==> config.mk <==
export PLATFORM = sky130hd
export DESIGN_NAME = hafc_top
export DESIGN_NICKNAME = d
export VERILOG_FILES = /design/src/rtl/hafc_pkg.sv /design/src/rtl/hafc_top.sv /design/src/rtl/hafc_bp_timer.sv
export SDC_FILE = /design/constraint.sdc
export NUM_CORES = 1
export LEC_CHECK = 0
export ABC_CLOCK_PERIOD_IN_PS = 2100
export BUFFER_PORTS_ARGS = -buffer_cell sky130_fd_sc_hd__buf_2
export CORE_UTILIZATION = 47
export CTS_CLUSTER_SIZE = 16
export DETAILED_ROUTE_END_ITERATION = 10
export PLACE_DENSITY_LB_ADDON = 0.05
export SLEW_MARGIN = 0
export SYNTH_ARGS = -nofsm -noshare
export SYNTH_HDL_FRONTEND = slang
export SYNTH_SLANG_ARGS = --single-unit
==> constraint.sdc <==
create_clock -name sys_clk -period 2.1 [get_ports sys_clk]
set_input_delay 0.315 -clock sys_clk [delete_from_list [all_inputs] [get_ports sys_clk]]
set_output_delay 0.315 -clock sys_clk [all_outputs]
set_load 0.1 [all_outputs]
==> src/rtl/hafc_pkg.sv <==
// Purpose: constants for host mac automatic flow control
// Assumes: 10 MHz sys_clk, register port as a plain word access port
// Notes:   none
package hafc_pkg;
    // ==========================================================
    // register map
    localparam logic [11:0] HAFC_CFG_OFFSET = 12'h0_0ac;
    localparam logic [31:0] HAFC_CFG_RESET  = 32'h0000_0000;
    localparam int HAFC_HI_MSB  = 23;
    localparam int HAFC_HI_LSB  = 16;
    localparam int HAFC_LO_MSB  = 15;
    localparam int HAFC_LO_LSB  = 8;
    localparam int HAFC_DUR_MSB = 7;
    localparam int HAFC_DUR_LSB = 4;
    localparam int HAFC_MULT_BIT = 3;
    localparam int HAFC_BRD_BIT  = 2;
    localparam int HAFC_ADD_BIT  = 1;
    localparam int HAFC_ANY_BIT  = 0;
    localparam int HAFC_UNIT_SHIFT = 6;
    // ==========================================================
    // timing
    localparam int HAFC_CLK_MHZ        = 10;
    localparam int HAFC_SLOW_EXTRA_NS  = 2200;
    localparam int HAFC_SLOW_EXTRA_CYC = (HAFC_SLOW_EXTRA_NS * HAFC_CLK_MHZ + 999) / 1000;
    localparam int HAFC_TICK_US        = 5;
    localparam int HAFC_TICK_CYC       = HAFC_TICK_US * HAFC_CLK_MHZ;
    // ==========================================================
    // pause sequencer states
    typedef enum logic [2:0] {
        HAFC_IDLE  = 3'b001,
        HAFC_PAUSED = 3'b010,
        HAFC_DONE  = 3'b100
    } hafc_state_t;
endpackage

==> src/rtl/hafc_top.sv <==
// Purpose: host mac automatic flow control
// Assumes: register port is a simple word port; fifo count given in bytes
// Notes:   pause and jam requests face the switch fabric only
module hafc_top
    import hafc_pkg::*;
#(
    parameter int CNT_W = 16
)
(
    input  wire logic             sys_clk,
    input  wire logic             resetn,
    input  wire logic             reg_cs,
    input  wire logic             reg_wr,
    input  wire logic [11:0]      reg_addr,
    input  wire logic [31:0]      reg_wdata,
    output logic      [31:0]      reg_rdata,
    output logic                  reg_ack,
    input  wire logic [CNT_W-1:0] rx_fifo_used,
    input  wire logic             rx_fifo_wr,
    input  wire logic             rx_fifo_rd,
    input  wire logic             full_duplex,
    input  wire logic             speed_10,
    input  wire logic             tx_enable,
    input  wire logic             hardwired_fc_enable,
    input  wire logic [15:0]      pause_time_value,
    input  wire logic             rx_preamble,
    input  wire logic             rx_da_valid,
    input  wire logic             rx_multicast,
    input  wire logic             rx_broadcast,
    input  wire logic             rx_own_address,
    output logic                  pause_req,
    output logic      [15:0]      pause_time,
    input  wire logic             pause_ack,
    output logic                  jam,
    output logic                  hw_fc_level
);
    // ==========================================================
    // configuration register
    logic [23:0] cfg_r;
    logic [7:0]  hi_lvl;
    logic [7:0]  lo_lvl;
    logic [3:0]  dur_code;
    logic        en_mult;
    logic        en_brd;
    logic        en_add;
    logic        en_any;
    logic        auto_en;

    assign hi_lvl   = cfg_r[HAFC_HI_MSB:HAFC_HI_LSB];
    assign lo_lvl   = cfg_r[HAFC_LO_MSB:HAFC_LO_LSB];
    assign dur_code = cfg_r[HAFC_DUR_MSB:HAFC_DUR_LSB];
    assign en_mult  = cfg_r[HAFC_MULT_BIT];
    assign en_brd   = cfg_r[HAFC_BRD_BIT];
    assign en_add   = cfg_r[HAFC_ADD_BIT];
    assign en_any   = cfg_r[HAFC_ANY_BIT];
    assign auto_en  = en_any | en_mult | en_brd | en_add;

    logic hit;
    assign hit = reg_cs && (reg_addr == HAFC_CFG_OFFSET);

    always_ff @(posedge sys_clk or negedge resetn) begin
        if (!resetn) begin
            cfg_r <= HAFC_CFG_RESET[23:0];
        end else if (hit && reg_wr) begin
            cfg_r <= reg_wdata[23:0];
        end
    end

    always_ff @(posedge sys_clk or negedge resetn) begin
        if (!resetn) begin
            reg_rdata <= 32'h0000_0000;
            reg_ack   <= 1'b0;
        end else begin
            reg_ack <= reg_cs;
            if (reg_cs && !reg_wr) begin
                reg_rdata <= hit ? {8'h00, cfg_r} : 32'h0000_0000;
            end
        end
    end

    // ==========================================================
    // level compare
    logic [CNT_W-1:0] hi_bytes;
    logic [CNT_W-1:0] lo_bytes;
    logic             above_hi_r;
    logic             below_lo_r;

    assign hi_bytes = CNT_W'({hi_lvl, 6'h00});
    assign lo_bytes = CNT_W'({lo_lvl, 6'h00});

    always_ff @(posedge sys_clk or negedge resetn) begin
        if (!resetn) begin
            above_hi_r <= 1'b0;
            below_lo_r <= 1'b1;
        end else if (rx_fifo_wr || rx_fifo_rd) begin
            above_hi_r <= (rx_fifo_used >= hi_bytes);
            below_lo_r <= (rx_fifo_used < lo_bytes);
        end
    end

    // hard-wired flow control level, high to low hysteresis
    always_ff @(posedge sys_clk or negedge resetn) begin
        if (!resetn) begin
            hw_fc_level <= 1'b0;
        end else if (!hardwired_fc_enable || !tx_enable) begin
            hw_fc_level <= 1'b0;
        end else if (above_hi_r) begin
            hw_fc_level <= 1'b1;
        end else if (below_lo_r) begin
            hw_fc_level <= 1'b0;
        end
    end

    // ==========================================================
    // full duplex pause sequencer
    hafc_state_t state_r;
    logic        fd_active;

    assign fd_active = full_duplex && en_any && tx_enable;

    always_ff @(posedge sys_clk or negedge resetn) begin
        if (!resetn) begin
            state_r    <= HAFC_IDLE;
            pause_req  <= 1'b0;
            pause_time <= 16'h0000;
        end else if (pause_req) begin
            if (pause_ack) begin
                pause_req <= 1'b0;
            end
        end else begin
            case (state_r)
                HAFC_IDLE: begin
                    if (fd_active && above_hi_r) begin
                        pause_req  <= 1'b1;
                        pause_time <= pause_time_value;
                        state_r    <= HAFC_PAUSED;
                    end
                end
                HAFC_PAUSED: begin
                    if (below_lo_r && auto_en && tx_enable) begin
                        pause_req  <= 1'b1;
                        pause_time <= 16'h0000;
                        state_r    <= HAFC_DONE;
                    end else if (!auto_en) begin
                        state_r <= HAFC_IDLE;
                    end
                end
                HAFC_DONE: begin
                    state_r <= HAFC_IDLE;
                end
                default: begin
                    state_r <= HAFC_IDLE;
                end
            endcase
        end
    end

    // ==========================================================
    // half duplex jam
    logic [5:0] tick_cnt_r;
    logic       tick_en;
    logic       bp_start;
    logic       bp_active;
    logic       match;
    logic       hd_ok;

    always_ff @(posedge sys_clk or negedge resetn) begin
        if (!resetn) begin
            tick_cnt_r <= 6'h00;
        end else if (tick_cnt_r == 6'(HAFC_TICK_CYC - 1)) begin
            tick_cnt_r <= 6'h00;
        end else begin
            tick_cnt_r <= tick_cnt_r + 6'h01;
        end
    end
    assign tick_en = (tick_cnt_r == 6'(HAFC_TICK_CYC - 1));

    assign hd_ok = !full_duplex && tx_enable && above_hi_r && !bp_active;
    assign match = en_any ? rx_preamble
                 : rx_da_valid && ((en_mult && rx_multicast)
                                || (en_brd && rx_broadcast)
                                || (en_add && rx_own_address));
    assign bp_start = hd_ok && match;

    hafc_bp_timer u_bp_timer (
        .sys_clk  (sys_clk),
        .resetn   (resetn),
        .tick_en  (tick_en),
        .start    (bp_start),
        .code     (dur_code),
        .speed_10 (speed_10),
        .active   (bp_active)
    );

    always_ff @(posedge sys_clk or negedge resetn) begin
        if (!resetn) begin
            jam <= 1'b0;
        end else begin
            jam <= (bp_active || bp_start) && tx_enable && !full_duplex;
        end
    end
endmodule

==> src/rtl/hafc_bp_timer.sv <==
// Purpose: back-pressure duration timer
// Assumes: 5 us tick enable from the top
// Notes:   none
module hafc_bp_timer
    import hafc_pkg::*;
(
    input  wire logic       sys_clk,
    input  wire logic       resetn,
    input  wire logic       tick_en,
    input  wire logic       start,
    input  wire logic [3:0] code,
    input  wire logic       speed_10,
    output logic            active
);
    // ==========================================================
    // duration in 5 us ticks
    function automatic logic [6:0] ticks_of(input logic [3:0] c);
        logic [6:0] t;
        t = 7'h00;
        case (c)
            4'h0: t = 7'h01;
            4'h1: t = 7'h02;
            4'h2: t = 7'h03;
            4'h3: t = 7'h05;
            4'h4: t = 7'h0a;
            default: t = 7'(({3'b000, c} - 7'h03) * 7'h0a);
        endcase
        return t;
    endfunction

    logic [6:0] tick_cnt_r;
    logic [4:0] extra_cnt_r;
    logic       ext_phase_r;

    // ==========================================================
    // countdown
    always_ff @(posedge sys_clk or negedge resetn) begin
        if (!resetn) begin
            tick_cnt_r  <= 7'h00;
            extra_cnt_r <= 5'h00;
            ext_phase_r <= 1'b0;
            active      <= 1'b0;
        end else if (start) begin
            tick_cnt_r  <= ticks_of(code);
            extra_cnt_r <= speed_10 ? 5'(HAFC_SLOW_EXTRA_CYC) : 5'h00;
            ext_phase_r <= 1'b0;
            active      <= 1'b1;
        end else if (active) begin
            if (!ext_phase_r) begin
                if (tick_en) begin
                    if (tick_cnt_r <= 7'h01) begin
                        ext_phase_r <= 1'b1;
                        if (extra_cnt_r == 5'h00) begin
                            active <= 1'b0;
                        end
                    end
                    tick_cnt_r <= tick_cnt_r - 7'h01;
                end
            end else if (extra_cnt_r <= 5'h01) begin
                extra_cnt_r <= 5'h00;
                active      <= 1'b0;
            end else begin
                extra_cnt_r <= extra_cnt_r - 5'h01;
            end
        end
    end
endmodule

== After elaboration in Yosys (flattened, before gate mapping) ==
Index checks and enable logic that the tools add are counted.
Cells by class
  $add $sub $neg: 4
  multipliers: 1
  magnitude comparators: 4
  equal/unequal tests: 12
  mux-type cells: 40
  bitwise logic cells: 4
  reductions and logical operators: 39
Operators with widths (number)
  $pmux W7 S5: 1
  $mux W16: 2
  $pmux W16 S2: 1
  $mux W7: 4
  $mux W5: 5
  $mux W24: 1
  $mux W1: 20
  $logic_and A1 B1 Y1: 18
  $ge A16 B14 Y1: 1
  $lt A16 B14 Y1: 1
  $eq A12 B8 Y1 const B: 1
  $mux W3: 3
  $eq A4 B2 Y1 const B: 2
  $reduce_bool A2 Y1: 4
  $le A7 B1 Y1 const B: 1
  $mul A7 B3 Y6 const B: 1
  $sub A7 B1 Y7 const B: 1
  $add A6 B1 Y6 const B: 1
  $eq A6 B6 Y1 const B: 1
  $mux W6: 1
  $ne A2 B2 Y1 const B: 3
  $pmux W3 S2: 1
  $reduce_and A3 Y1: 2
  $le A5 B1 Y1 const B: 1
  17 further kinds: 27
Storage, ports and cells
  bits in registers: 101
  bits of input ports: 92
  output and inout bits: 52
  word-level logic and storage cells: 119

== Logic depth before layout (Yosys ltp) ==
Gate-level depths: netlist of run 1.
  depth after elaboration: 9
  gate-level depth with buffers: 10
  gate-level depth less buffers: 9

== By module ==
Synthesis of run 1 repeated with hierarchy kept, for this count alone.
Unflattened totals
  cell total of the unflattened synthesis: 394
  area total of the unflattened synthesis: 4642.0 um^2
Modules (own cells, without submodules)
  hafc_top: times used 1, cells an instance 280, area an instance 3567.2 um^2, seq. area each 1979.4 um^2
  hafc_bp_timer: times used 1, cells an instance 114, area an instance 1074.8 um^2, seq. area each 350.3 um^2

== Worst setup path before layout of run 1 ==
No wires, ideal clock.
  kind: reg2reg
  start point: register cfg_r[4]
  end point: register u_bp_timer.tick_cnt_r[6]
  library setup time: 77 ps
  data arrival time: 2191 ps
  required time: 2023 ps
  slack: -168 ps
  stages on the path, launching flop included: 10
  buffers on the path: 1
  period minus slack after synthesis: 2268 ps
  path through: dfrtp_1 -> ha_1 -> clkbuf_1 -> xnor2_1 -> ha_1 -> fa_1 -> xnor2_1 -> xnor2_1 -> a21oi_1 -> a21oi_1
Between the ends
  longest elaborated chain between the ends: 4
  elaborated cells on any way between the ends: 9
  those cells by class: add/sub: 1; mul: 1; eq/ne: 4; mux: 2; reduce/logical: 1
RTL lines
  from (decl): RTL line hafc_top.sv:39  | logic [23:0] cfg_r;
  from (signal assigned): RTL line hafc_top.sv:63  | cfg_r <= HAFC_CFG_RESET[23:0];
  from (signal assigned): RTL line hafc_top.sv:65  | cfg_r <= reg_wdata[23:0];
  $sub A4 B2 Y5: RTL line hafc_bp_timer.sv:26  | default: t = 7'(({3'b000, c} - 7'h03) * 7'h0a);
  $mul A7 B3 Y6: RTL line hafc_bp_timer.sv:26
  $pmux W7 S5 *: RTL line hafc_bp_timer.sv:20  | case (c)
  $mux W7 *: RTL line hafc_bp_timer.sv:43  | end else if (start) begin
  to (signal assigned): RTL line hafc_bp_timer.sv:44  | tick_cnt_r <= ticks_of(code);
  to (signal assigned): RTL line hafc_bp_timer.sv:57  | tick_cnt_r <= tick_cnt_r - 7'h01;
  to (decl): RTL line hafc_bp_timer.sv:31  | logic [6:0] tick_cnt_r;
Mark *: on every way between the ends. The rest lies on a longest branch, timed or not.
A chain may end at the register's enable or synchronous reset.

== Worst setup path after layout of run 1 ==
Ends and elaborated chain as after synthesis.

==> results by stage, run 1 <==
Pwr:
- The leakage power of the design is 0.003021 uW.
- VDD sags by at most 366.5 uV.
- The internal cell power is 2792 uW.
- In this run, flip-flops and latches consume 49.7% of the power.
- The overall power is 3748 uW.
- The clock network accounts for 39.4% of the total power.
- For this design the ratio of total power to cell area is 637.2 nW/um^2.
- In this run the power spent charging and discharging nets is 955.7 uW.
- The share of total power dissipated in combinational logic is 10.9%.
- The switching share of power is 25.50%.

Min path:
- The path with the worst hold slack has its endpoint at reg_ack.
- The startpoint identified for the worst hold timing path is reg_cs.
- Along the worst hold path, the cell count comes to 1.
- The path class of the tightest hold or removal check is input pin to register.

Clock network:
- The H-tree was split into 3 levels.
- TritonCTS built the clock tree.
- The number of buffers between clock root and the deepest sink is 2.
- Clock tree synthesis found a total of 93 sinks.
- The number of buffers inserted during clock tree synthesis is 9.
- The clock reaches the later pin of the worst-skew pair after 0.35 ns.
- The clock transition at the register clock pins on the worst setup and hold paths after CTS is 0.09 ns.
- The clock root buffer is sky130_fd_sc_hd__clkbuf_8.

Finish:
- In the layout the commonest cells are sky130_fd_sc_hd__buf_2, sky130_fd_sc_hd__dfrtp_1, sky130_fd_sc_hd__nand2_1, sky130_fd_sc_hd__ha_1, sky130_fd_sc_hd__inv_1.
- The repair_antennas step left the layout with diodes totalling 0.
- The utilization after layout is 60.18%.
- The layout overhead on the synthesized area is 24.14%.
- The final layout contains 700 nets.
- The most common library cell in the layout ignoring fill and taps is sky130_fd_sc_hd__buf_2.
- The layout cell share with drive strength beyond 1 is 33.51%.

Drt:
- The sum of routed wire length over all layers is 10.77 mm.
- For this run, the detailed router's first-pass iteration total came to 4.
- The DRC violation count after routing is 0.
- Summing over every cut layer, the via total after detailed routing is 3704.
- Using the TritonRoute via totals, the vias-per-cell ratio works out to 5.180.
- In this run, the number of DRC markers left after iteration 0 of detailed routing was 83.
- After detailed routing, the average wire length per cell comes to 15.07 um.
- Once detail routing completed, the nets flagged for antenna violations numbered 0.

STA:
- The actual transition at the worst max-transition pin is 0.5825 ns.
- The count of final max-slew check failures was 0.
- Counting I/O delays and the setup requirement, the final critical path takes 2.233 ns.
- Clock skew on the completed layout was measured at 0.01077 ns.
- The setup violation total in the final timing report is 1.
- Headroom to the max-slew limit came out at 61.16%.
- The total negative slack for setup checks is -0.1331 ns.
- The final period utilization is 106.3%.
- Setup repair after global routing could not meet its margin everywhere.
- The final number of hold-violating endpoints is 0.
- The setup slack after layout is -0.1331 ns.
- The maximum frequency from static timing analysis is 0.4478 GHz.

Critical path:
- Grouping stages by cell kind, the critical path spends the most delay in adder cells.
- The setup check on the worst reg-to-reg path leaves a slack of -0.13 ns.
- The worst-path cell with the longest stage delay is sky130_fd_sc_hd__dfrtp_2.
- Together, buffers and inverters on the worst path number 1.
- The worst reg2reg path depth is 9.
- The most numerous cell type found on the critical path is sky130_fd_sc_hd__a21oi_1.
- Along the worst path, the maximum fanout reaches 6.
- Traced cell by cell, the critical path runs through inv_2 -> ha_4 -> ha_1 -> ha_2 -> fa_2 -> xnor2_2 -> xnor2_1 -> a21oi_1 -> a21oi_1.
- The worst setup path is launched from a register.
- The endpoint of the most critical register-to-register path is u_bp_timer.tick_cnt_r[6].
- In this run the worst setup path begins at cfg_r[4].
- The delay of the slowest cell on the worst path is 0.47 ns.
- The required time of the critical path is 2.33 ns.
- The arrival time at the worst endpoint is 2.46 ns.
- The startpoint identified for the worst register-to-register timing path is cfg_r[4].
- The worst setup path is captured at a register.
- The class of the most critical setup path is register to register.

Synth:
- For this run, the number of Yosys warnings is 0.
- The count of flip-flops with a built-in enable after synthesis is 0.
- The gate count of the mapped netlist is 437.
- The cell area that synthesis handed to floorplanning was 4738 um^2.
- Summing the areas of all xor and xnor instances in the mapped netlist gives 2.403% of the synthesized area.
- The compound-gate portion of the synthesized area is 15.24%.
- Among all flip-flop cells after synthesis, the most frequent one is sky130_fd_sc_hd__dfrtp_1.
- The synthesized netlist devotes 12.94% of its cell area to simple gates.
- The combinational family with the most area after synthesis is compound AO/OA/AOI/OAI gates.
- The part of the Yosys area used for sequential elements is 49.17%.
- The multiplexer share of the synthesized area is 6.126%.
- The number of synthesized register bits is 93.
- The fraction of registers with async set/reset is 100.0%.
- The number of unique standard cell types used by synthesis is 59.
- The arithmetic-cell share of the synthesized area counting full adders, half adders and majority gates is 8.344%.
- The average size of a mapped cell is 10.84 um^2.

Placed design:
- The routability congestion estimate from global placement is 0.8104.
- Detailed placement ended at an HPWL of 7.956 mm.
- The count of buffers added on input and output ports is 127.
- Timing analysis after detailed placement gives a worst setup slack of -0.1071 ns.

Floorplanning:
- The starting density of the core is 48.48%.
- The core box area is 9774 um^2.
- The floorplan die area is 10490 um^2.
- The die extent in x is 102.4 um.
- Row generation in the floorplan step produced 36 rows.
- The overall die height is 102.4 um.
- 144 I/O pins were placed.

Global routing:
- The number of antenna violations at the first check in global routing was 1.
- The wire length of the first global-routing pass is 17.12 mm.
- Global routing used 21.69% of the available tracks across all layers.
- Global routing consumed, on the met3 layer, 4.993% of the routing resources.
- For this run, global-route usage on met2 was measured as 36.04%.
- The via count of the first global-routing pass is 3574.
- The layer flagged by global routing as most heavily used is met2.
- Entering global routing, the biggest net connects 43 pins.
- The aggregate global routing overflow is 0.
- The met1 track demand over resource in global routing is 27.72%.

Status:
- The flow ran to the end, but the final reports show violations.
- The final reports fail on negative setup slack.

Run:
- The number of max-capacitance violations reported is 0.
## power groups by stage
stage	Sequential, uW	Combinational [uW]	Clock (uW)
2_1_floorplan	1920	219	0
3_3_place_gp	1900	398	0
3_5_place_dp	1900	409	0
4_1_cts	1860	415	1510
5_1_grt	1870	458	1580
6_report	1860	408	1480
## routing by layer
metal | up-vias | share of wire [%]
met5 | - | 0
met4 | 0 | 2.0
met3 | 14 | 4.6
met2 | 107 | 49
met1 | 1775 | 44
li1 | 1808 | -
## worst max-delay path by stage
stage	endpoint	slack (ns)	cells after the start
after floorplan	u_bp_timer.tick_cnt_r[6]	-0.03	10
after global placement	u_bp_timer.tick_cnt_r[6]	-0.07	9
after detailed placement	u_bp_timer.tick_cnt_r[6]	-0.11	9
after CTS	u_bp_timer.tick_cnt_r[6]	-0.14	9
after global routing	u_bp_timer.tick_cnt_r[6]	-0.24	9
final	u_bp_timer.tick_cnt_r[6]	-0.13	9
## state kept, by name, indices dropped and copies added (netlist names), 3 cells and up
register / cells
u_bp_timer.extra_cnt_r: 5
u_bp_timer.tick_cnt_r: 7
tick_cnt_r: 6
reg_rdata: 24
state_r: 3
cfg_r: 24
pause_time: 16
## timing repair
| item | 4_1_cts | 5_1_grt |
|---|---|---|
| pin swaps | 4 | 0 |
| buffers inserted | 0 | 1 |
| cloned | 0 | 0 |
| hold buffers | 1 | 0 |
| endpoints found under the setup margin | 2 | 2 |
| hold endpoints to repair | 38 | 0 |
| gates resized for setup | 3 | 3 |
## metrics by stage
stage / area (um^2) / hold slack [ns] / cells
after floorplan: 4801 / 0.01941 / 444
after global placement: 5585 / 0.3497 / 697
after detailed placement: 5585 / 0.3512 / 697
after CTS: 5866 / 0.07858 / 714
after global routing: 5882 / 0.08306 / 715
final: 5882 / 0.1026 / 715
## logic make-up (layout without fill, tap and decap cells)
family                     Yosys count  count (layout)
muxes                               26              26
other                                1               8
adders and majority gates           31              31
buffers and inverters               53             191
AOI/OAI and AO/OA                  101             101
xor gates and xnor gates            13              13
DFF                                 93              93
and+or+nand+nor                    119             119
## cell usage after synthesis, types with 6 or more instances
master                      n  area [um^2]
sky130_fd_sc_hd__inv_1     28        105.1
sky130_fd_sc_hd__dfrtp_1   91         2277
sky130_fd_sc_hd__clkbuf_1   6        22.52
sky130_fd_sc_hd__buf_4      8        60.06
sky130_fd_sc_hd__nor3_1    12        60.06
sky130_fd_sc_hd__o21ai_0    9        45.04
sky130_fd_sc_hd__nand3_1    8        40.04
sky130_fd_sc_hd__ha_1      30        375.4
sky130_fd_sc_hd__mux2_1    24        270.3
sky130_fd_sc_hd__nand2_1   40        150.1
sky130_fd_sc_hd__a21oi_1   26        130.1
sky130_fd_sc_hd__o21ai_2   13        113.9
sky130_fd_sc_hd__nor2_1    25        93.84
sky130_fd_sc_hd__xnor2_1    9        78.83
sky130_fd_sc_hd__a22o_1    24        210.2
## cell type report
class	instances	area [um^2]
fill	874	3892
sequential	93	2332
multi-input combinational	298	2218
timing repair buffer	146	808.3
tap	133	166.4
clock buffer	10	137.6
clock inverter	6	110.1
inverter	29	108.9
No activity file was read; power rests on OpenSTA's default activity.
==> inputs of run 2 (changes only) <==
- ABC_AREA: default -> 1
- CORE_UTILIZATION: 47 -> 48
==> results by stage, run 2 <==
Status:
- The flow ran to the end, but the final reports show violations.
- The final reports fail on negative setup slack.

Clock network:
- The total clock sinks came to 93 (unchanged).
- The clock transition at the register clock pins on the worst setup and hold paths after CTS came to 0.09 ns (about the same).
- The count of H-tree levels built during CTS was 3 (unchanged).
- The latest clock arrival within the worst-skew pair is 0.37 ns (+0.02 ns).
- The CTS tree is built.
- The number of buffers between clock root and the deepest sink is 2 (unchanged).
- The number of buffers inserted during clock tree synthesis was 9 (unchanged).
- Clock tree synthesis selected as its root buffer the cell sky130_fd_sc_hd__clkbuf_8.

Pwr:
- The overall power came to 5527 uW (+47%).
- The leakage power of the design was 0.003316 uW (+9.8%).
- The largest voltage drop on the vdd net is 1012 uV (+180%).
- The power per unit of standard cell area was 888.0 nW/um^2 (+39%).

STA:
- The worst clock skew is 0.005169 ns (-0.005597 ns).
- Setup repair after global routing could not meet its margin everywhere.
- The final number of hold-violating endpoints is 0 (unchanged).
- The final period utilization is 102.2% (-4.1 points).
- The setup slack after layout is -0.04668 ns (+0.08646 ns).
- The total negative slack for setup checks is -0.04668 ns (+0.08646 ns).
- The maximum frequency from static timing analysis is 0.4658 GHz (+4.0%).
- The count of final max-slew check failures was 0 (unchanged).
- The final worst hold slack is 0.07268 ns (-0.02991 ns).
- The time the worst path needs with I/O delays and setup is 2.147 ns (-0.08646 ns).
- The setup violation total in the final timing report is 1 (unchanged).

Floorplanning:
- The total number of placement rows is 37 (+2.8%).
- The floorplan die area came to 10990 um^2 (+4.8%).
- The die extent in x is 104.9 um (+2.4%).
- The core box area was 10280 um^2 (+5.1%).
- The starting density of the core came to 49.40% (+0.93 points).
- The number of primary I/O pins is 144 (unchanged).
- The overall die height was 104.9 um (+2.4%).

Synth:
- The number of synthesized register bits is 93 (unchanged).
- The count of flip-flops with a built-in enable after synthesis was 0 (unchanged).
- The most numerous cell in the Yosys netlist is sky130_fd_sc_hd__nand2_1.
- The gate count of the mapped netlist came to 614 (+41%).
- The largest area contributor in the netlist is sky130_fd_sc_hd__dfrtp_1.
- The synthesis warning total is 0 (unchanged).
- The part of the Yosys area used for sequential elements is 45.88% (-3.3 points).
- The number of unique standard cell types used by synthesis is 39 (-34%).
- The netlist area before placement is 5077 um^2 (+7.2%).
- The share of the synthesized area in the top cell type is 44.85% (-3.2 points).
- The fraction of registers with async set/reset is 100.0% (unchanged).
- The commonest cells after synthesis are sky130_fd_sc_hd__nand2_1, sky130_fd_sc_hd__dfrtp_1, sky130_fd_sc_hd__o21ai_0.
- The average size of a mapped cell is 8.269 um^2 (-24%).
- By area the synthesized netlist is led by sky130_fd_sc_hd__dfrtp_1, sky130_fd_sc_hd__nand2_1, sky130_fd_sc_hd__ha_1.
- In the synthesized netlist the dominant register cell turns out to be sky130_fd_sc_hd__dfrtp_1.

Finish:
- The most common library cell in the layout ignoring fill and taps is sky130_fd_sc_hd__nand2_1.
- The net count reported at finish is 880 (+26%).
- The layout cell share with drive strength beyond 1 came to 28.61% (-4.9 points).
- The library cells used most frequently in the layout, excluding fill and tap cells, are sky130_fd_sc_hd__nand2_1, sky130_fd_sc_hd__buf_2, sky130_fd_sc_hd__dfrtp_1, sky130_fd_sc_hd__o21ai_0, sky130_fd_sc_hd__inv_1.
- The final instance area is 6225 um^2 (+5.8%).
- The layout overhead on the synthesized area is 22.60%.
- The number of antenna repair diodes is 0 (unchanged).
- The largest registers in the layout are cfg_r: 24 flops, reg_rdata: 24 flops, pause_time: 16 flops.

Placed design:
- The HPWL after detailed placement is 8.702 mm (+9.4%).
- The port buffer count is 127 (unchanged).
- The instance area after placement was 5937 um^2 (+6.3%).
- The routability congestion estimate from global placement is 0.8520 (+5.1%).

Global routing:
- The wire length of the first global-routing pass was 20.11 mm (+17%).
- The number of antenna violations at the first check in global routing came to 0 (-1).
- The global router's overall resource usage is 23.01% (+1.3 points).
- The via count of the first global-routing pass is 4450 (+25%).
- The aggregate global routing overflow is 0 (unchanged).
- The maximum number of pins on one net before global-route repair is 39 (-9.3%).

Drt:
- The mean number of vias per cell was 4.988 (-3.7%).
- The initial detailed-routing violation count is 235 (+180%).
- The DRC violation count after routing is 0 (unchanged).
- The number of nets with antenna violations after routing was 0 (unchanged).
- The length of the first detailed-routing pass in iterations is 5 (+1).
- The number of vias in the routed layout is 4479 (+21%).
- The sum of routed wire length over all layers is 11.79 mm (+9.4%).
- The average wire length per cell after detail routing was 13.13 um (-13%).

Critical path:
- The startpoint kind of the worst setup timing path is a register.
- The delay of the slowest cell on the worst path is 0.46 ns (about the same).
- The highest fanout seen on the critical path is 5 (-1).
- The kind of cell with the highest combined delay along the critical path is adder cells.
- The arrival time at the worst endpoint is 2.45 ns (about the same).
- The worst-path cell with the longest stage delay is sky130_fd_sc_hd__dfrtp_2.
- The required time of the critical path is 2.40 ns (+0.07 ns).
- Traced cell by cell, the critical path runs through nand2_2 -> nand2_1 -> nand2_2 -> nand2_2 -> ha_4 -> ha_2 -> fa_2 -> xor2_1 -> nand3b_1 -> nand2_1 -> nand2_1 -> a21oi_2.
- The worst setup path is of the register to register kind.
- The worst setup path is captured at a register.
- The buffering stage count on the worst path with inverters included came to 0 (-1).

Min path:
- The worst min-delay path class is input pin to register.

Run:
- The number of max-capacitance violations reported is 0 (unchanged).
[run 2: layer usage]
| metal | global-route usage, % | share of wire, % | vias to the layer above |
|---|---|---|---|
| met4 | 8.048 | 1.8 | 0 |
| li1 | - | - | 2248 |
| met5 | 0 | 0 | - |
| met1 | 29.18 | 45 | 2114 |
| met3 | 5.427 | 4.8 | 17 |
| met2 | 38.51 | 48 | 100 |
[run 2: worst reg2reg max path, stage by stage (launching register included)]
cell and delay [ns]:
sky130_fd_sc_hd__dfrtp_2 0.46, sky130_fd_sc_hd__nand2_2 0.10, sky130_fd_sc_hd__nand2_1 0.06, sky130_fd_sc_hd__nand2_2 0.07, sky130_fd_sc_hd__nand2_2 0.07, sky130_fd_sc_hd__ha_4 0.24, sky130_fd_sc_hd__ha_2 0.18, sky130_fd_sc_hd__fa_2 0.33
sky130_fd_sc_hd__xor2_1 0.16, sky130_fd_sc_hd__nand3b_1 0.15, sky130_fd_sc_hd__nand2_1 0.07, sky130_fd_sc_hd__nand2_1 0.06, sky130_fd_sc_hd__a21oi_2 0.12
[run 2: area by class of cell]
class	count	area, um^2
sequential	93	2333
clock inverter	4	55.05
clock buffer	12	155.1
multi-input combinational	438	2425
timing repair buffer	151	845.8
tap	136	170.2
inverter	64	240.2
fill	980	4053
[run 2: cells by family (layout without fill, tap and decap cells)]
kind of cell / Yosys count / count (layout) / share of synthesized area [%]
AO/OA/AOI/OAI: 114 / 114 / 13.31
flip-flops: 93 / 93 / 45.88
adder cells (fa/ha/maj): 31 / 31 / 7.787
XOR/XNOR: 10 / 10 / 1.725
other: 1 / 8 / 0.07386
AND/OR/NAND/NOR: 275 / 275 / 23.14
buffers and inverters: 90 / 231 / 8.083
[run 2: what timing repair did]
action                                  4_1_cts  5_1_grt
pin swaps                                     6        2
endpoints found under the hold margin        33        0
resized for setup                            10        1
gates cloned                                  0        0
endpoints found under the setup margin        1        1
buffers inserted                              3        0
hold buffers                                  1        0
[run 2: final timing paths]
kind | start | end | cells after the start | slack, ns
hold / removal | reg_cs | reg_ack | 1 | 0.07
max in group asynchronous | resetn | cfg_r[5] | 3 | 1.05
min in group asynchronous | resetn | pause_time[4] | 2 | 0.43
setup / recovery | cfg_r[4] | u_bp_timer.tick_cnt_r[6] | 12 | -0.05
hold reg to reg | pause_time[4] | pause_time[4] | 2 | 0.48
setup reg to reg | cfg_r[4] | u_bp_timer.tick_cnt_r[6] | 12 | -0.05
[run 2: where the power goes]
group	total, uW	internal (uW)	switching, uW
registers	2080	1980	100
clock network	1280	623	653
logic	2170	443	1730
total	5530	3040	2480
[run 2: metrics by stage]
step | setup slack, ns | utilization [%] | cells
floorplan | 0.007221 | - | 621
global placement | -0.03214 | 57.77 | 878
detailed placement | -0.1110 | 57.77 | 878
CTS | -0.04775 | 60.56 | 898
global route | -0.1604 | 60.57 | 898
finish | -0.04668 | 60.57 | 898
==> inputs of run 3 (changes only) <==
- ABC_CLOCK_PERIOD_IN_PS: 2100 -> 1800
- clock period: 2.1 -> 1.8 ns (I/O delays scaled with it)
==> results by stage, run 3 (synthesis results as in run 2) <==
Floorplanning:
- The starting density of the core is 49.40% (unchanged).
- The total number of placement rows is 37 (unchanged).
- The overall die height is 104.9 um (unchanged).
- The die extent in x is 104.9 um (unchanged).
- The floorplan die area is 10990 um^2 (unchanged).
- The number of primary I/O pins was 144 (unchanged).
- The core box area came to 10280 um^2 (unchanged).

STA:
- The final number of hold-violating endpoints is 0 (unchanged).
- The maximum frequency from static timing analysis is 0.4659 GHz (about the same).
- The setup violation total in the final timing report is 2 (+1).
- The setup slack after layout is -0.3466 ns (-0.2999 ns).
- The worst clock skew is 0.01014 ns (+0.004973 ns).
- In this run the tightest slew margin relative to its limit is 65.88%.
- For the pin with the worst max-slew slack, the measured transition is 0.5153 ns.
- The count of final max-slew check failures is 0 (unchanged).
- The time the worst path needs with I/O delays and setup was 2.147 ns (-0.0001262 ns).
- Setup repair after global routing could not meet its margin everywhere.
- The final period utilization is 119.3% (+17 points).

Pwr:
- The leakage power of the design was 0.003340 uW (+0.73%).
- The overall power is 6437 uW (+16%).
- The largest voltage drop on the vdd net was 1086 uV (+7.3%).
- The power per unit of standard cell area is 1020 nW/um^2 (+15%).

Drt:
- The met1 wire length is 5.372 mm (+0.56%).
- The total length of routed met3 wires is 590 um (+3.5%).
- The mean number of vias per cell came to 5.013 (+0.51%).
- The average wire length per cell after detail routing is 13.45 um (+2.5%).
- The sum of routed wire length over all layers was 12.14 mm (+3.0%).
- The length of the first detailed-routing pass in iterations is 5 (unchanged).
- The initial detailed-routing violation count is 289 (+23%).
- The number of nets with antenna violations after routing is 0 (unchanged).
- The number of vias in the routed layout came to 4522 (+0.96%).
- The DRC violation count after routing is 0 (unchanged).
- In this run the top signal layer used is met4.
- The total met2 wirelength after detailed routing is 5.924 mm (+4.7%).

Run:
- The number of max-capacitance violations reported is 0 (unchanged).

Clock network:
- The number of buffers between clock root and the deepest sink came to 2 (unchanged).
- The total clock sinks was 93 (unchanged).
- The clock transition at the register clock pins on the worst setup and hold paths after CTS came to 0.09 ns (about the same).
- The latest clock arrival within the worst-skew pair came to 0.36 ns (about the same).
- TritonCTS built the clock tree.
- The clock root buffer is sky130_fd_sc_hd__clkbuf_8.
- The number of buffers inserted during clock tree synthesis is 9 (unchanged).
- The count of H-tree levels built during CTS is 3 (unchanged).

Placed design:
- The port buffer count is 127 (unchanged).
- The HPWL after detailed placement is 9.028 mm (+3.7%).
- The number of placed cells counting well taps is 883 (+0.57%).
- The instance area after placement was 6015 um^2 (+1.3%).
- The routability congestion estimate from global placement is 0.8689 (+2.0%).

Finish:
- The number of antenna repair diodes is 0 (unchanged).
- In the final layout, the registers with the most flip-flops are cfg_r: 24 flops, reg_rdata: 24 flops, pause_time: 16 flops.
- The final non-filler cell total is 902 (+0.45%).
- The final instance area was 6309 um^2 (+1.3%).
- Relative to the synthesized area, the layout overhead comes to 24.25%.
- The layout cell share with drive strength beyond 1 is 29.77% (+1.2 points).
- Leaving out fill and tap cells, the most frequent cell in the layout is sky130_fd_sc_hd__nand2_1.
- In the layout the commonest cells are sky130_fd_sc_hd__nand2_1, sky130_fd_sc_hd__buf_2, sky130_fd_sc_hd__dfrtp_1, sky130_fd_sc_hd__o21ai_0, sky130_fd_sc_hd__inv_1.
- The net count reported at finish is 884 (+0.45%).

Global routing:
- The global router's overall resource usage came to 23.85% (+0.84 points).
- The aggregate global routing overflow is 0 (unchanged).
- The maximum number of pins on one net before global-route repair came to 38 (-2.6%).
- The number of antenna violations at the first check in global routing is 0 (unchanged).
- The via count of the first global-routing pass was 4658 (+4.7%).
- The wire length of the first global-routing pass is 21.03 mm (+4.6%).

Critical path:
- The class of the most critical setup path is register to register.
- The startpoint kind of the worst setup timing path is a register.
- The capturing element type of the critical path is a register.
- The required time of the critical path is 2.10 ns (-0.30 ns).
- The arrival time at the worst endpoint is 2.45 ns (about the same).
- The worst reg2reg path depth is 10 (-2).
- The highest fanout seen on the critical path is 4 (-1).

Min path:
- The min-delay analysis places its worst path in the category input pin to register.
- The number of cells traversed by the worst hold path was 1 (unchanged).

Status:
- The flow ran to the end, but the final reports show violations.
- The final reports fail on negative setup slack.
[run 3: cell types whose count changed in the layout (fill, tap and decap cells not counted), moves of 3 or more]
cell | previous run | this run
sky130_fd_sc_hd__o21ai_0 | 63 | 60
sky130_fd_sc_hd__o21ai_1 | 8 | 11
sky130_fd_sc_hd__buf_4 | 22 | 26
sky130_fd_sc_hd__ha_4 | 3 | 6
[run 3: worst max-delay path, stage by stage, from the launching register on]
cell	delay [ns]
sky130_fd_sc_hd__dfrtp_2	0.46
sky130_fd_sc_hd__inv_2	0.09
sky130_fd_sc_hd__ha_4	0.21
sky130_fd_sc_hd__ha_4	0.22
sky130_fd_sc_hd__ha_4	0.15
sky130_fd_sc_hd__fa_2	0.37
sky130_fd_sc_hd__xor2_2	0.16
sky130_fd_sc_hd__nand3b_1	0.15
sky130_fd_sc_hd__nand2_1	0.06
sky130_fd_sc_hd__nand2_1	0.06
sky130_fd_sc_hd__a21oi_2	0.14
[run 3: through the flow]
| stage | utilization (%) | TNS (ns) | setup WS (ns) | hold slack [ns] |
|---|---|---|---|---|
| floorplan | - | -0.3191 | -0.2586 | -0.02559 |
| global placement | 58.52 | -0.3918 | -0.3014 | 0.2723 |
| detailed placement | 58.52 | -0.5398 | -0.3838 | 0.2710 |
| CTS | 61.03 | -0.4954 | -0.3443 | 0.01463 |
| global route | 61.38 | -0.6873 | -0.4931 | 0.02036 |
| finish | 61.38 | -0.4739 | -0.3466 | 0.03028 |
[run 3: where the power goes]
part,internal [uW],switching (uW),total [uW]
Sequential,2310,118,2430
Combinational,529,2030,2560
Clock,715,739,1450
[run 3: area by class of cell]
cell class / count / area [um^2]
Inverter: 64 / 240.2
Clock buffer: 12 / 155.1
Fill cell: 960 / 3969
Clock inverter: 4 / 47.55
Tap cell: 136 / 170.2
Timing Repair Buffer: 155 / 875.8
Multi-Input combinational cell: 438 / 2487
Sequential cell: 93 / 2332
[run 3: worst paths after layout]
path                               start                        to  slack (ns)
setup / recovery                cfg_r[5]  u_bp_timer.tick_cnt_r[6]       -0.35
hold / removal                    reg_cs                   reg_ack        0.03
setup reg to reg                cfg_r[5]  u_bp_timer.tick_cnt_r[6]       -0.35
hold reg to reg            pause_time[6]             pause_time[6]        0.48
max in group asynchronous         resetn             pause_time[9]        0.78
min in group asynchronous         resetn             pause_time[3]        0.41
[run 3: repair_timing]
item	4_1_cts	5_1_grt
setup endpoints to repair	2	6
hold endpoints to repair	32	0
resized for setup	3	11
hold buffers	1	0
pin swaps	6	7
buffers inserted	2	0
[run 3: per-layer routing]
layer  global-route usage (%)  vias to the layer above
met4                    8.350                        0
li1                         -                     2249
met2                    41.39                      125
met1                    30.11                     2130
met3                    3.805                       18
met5                        0                        -
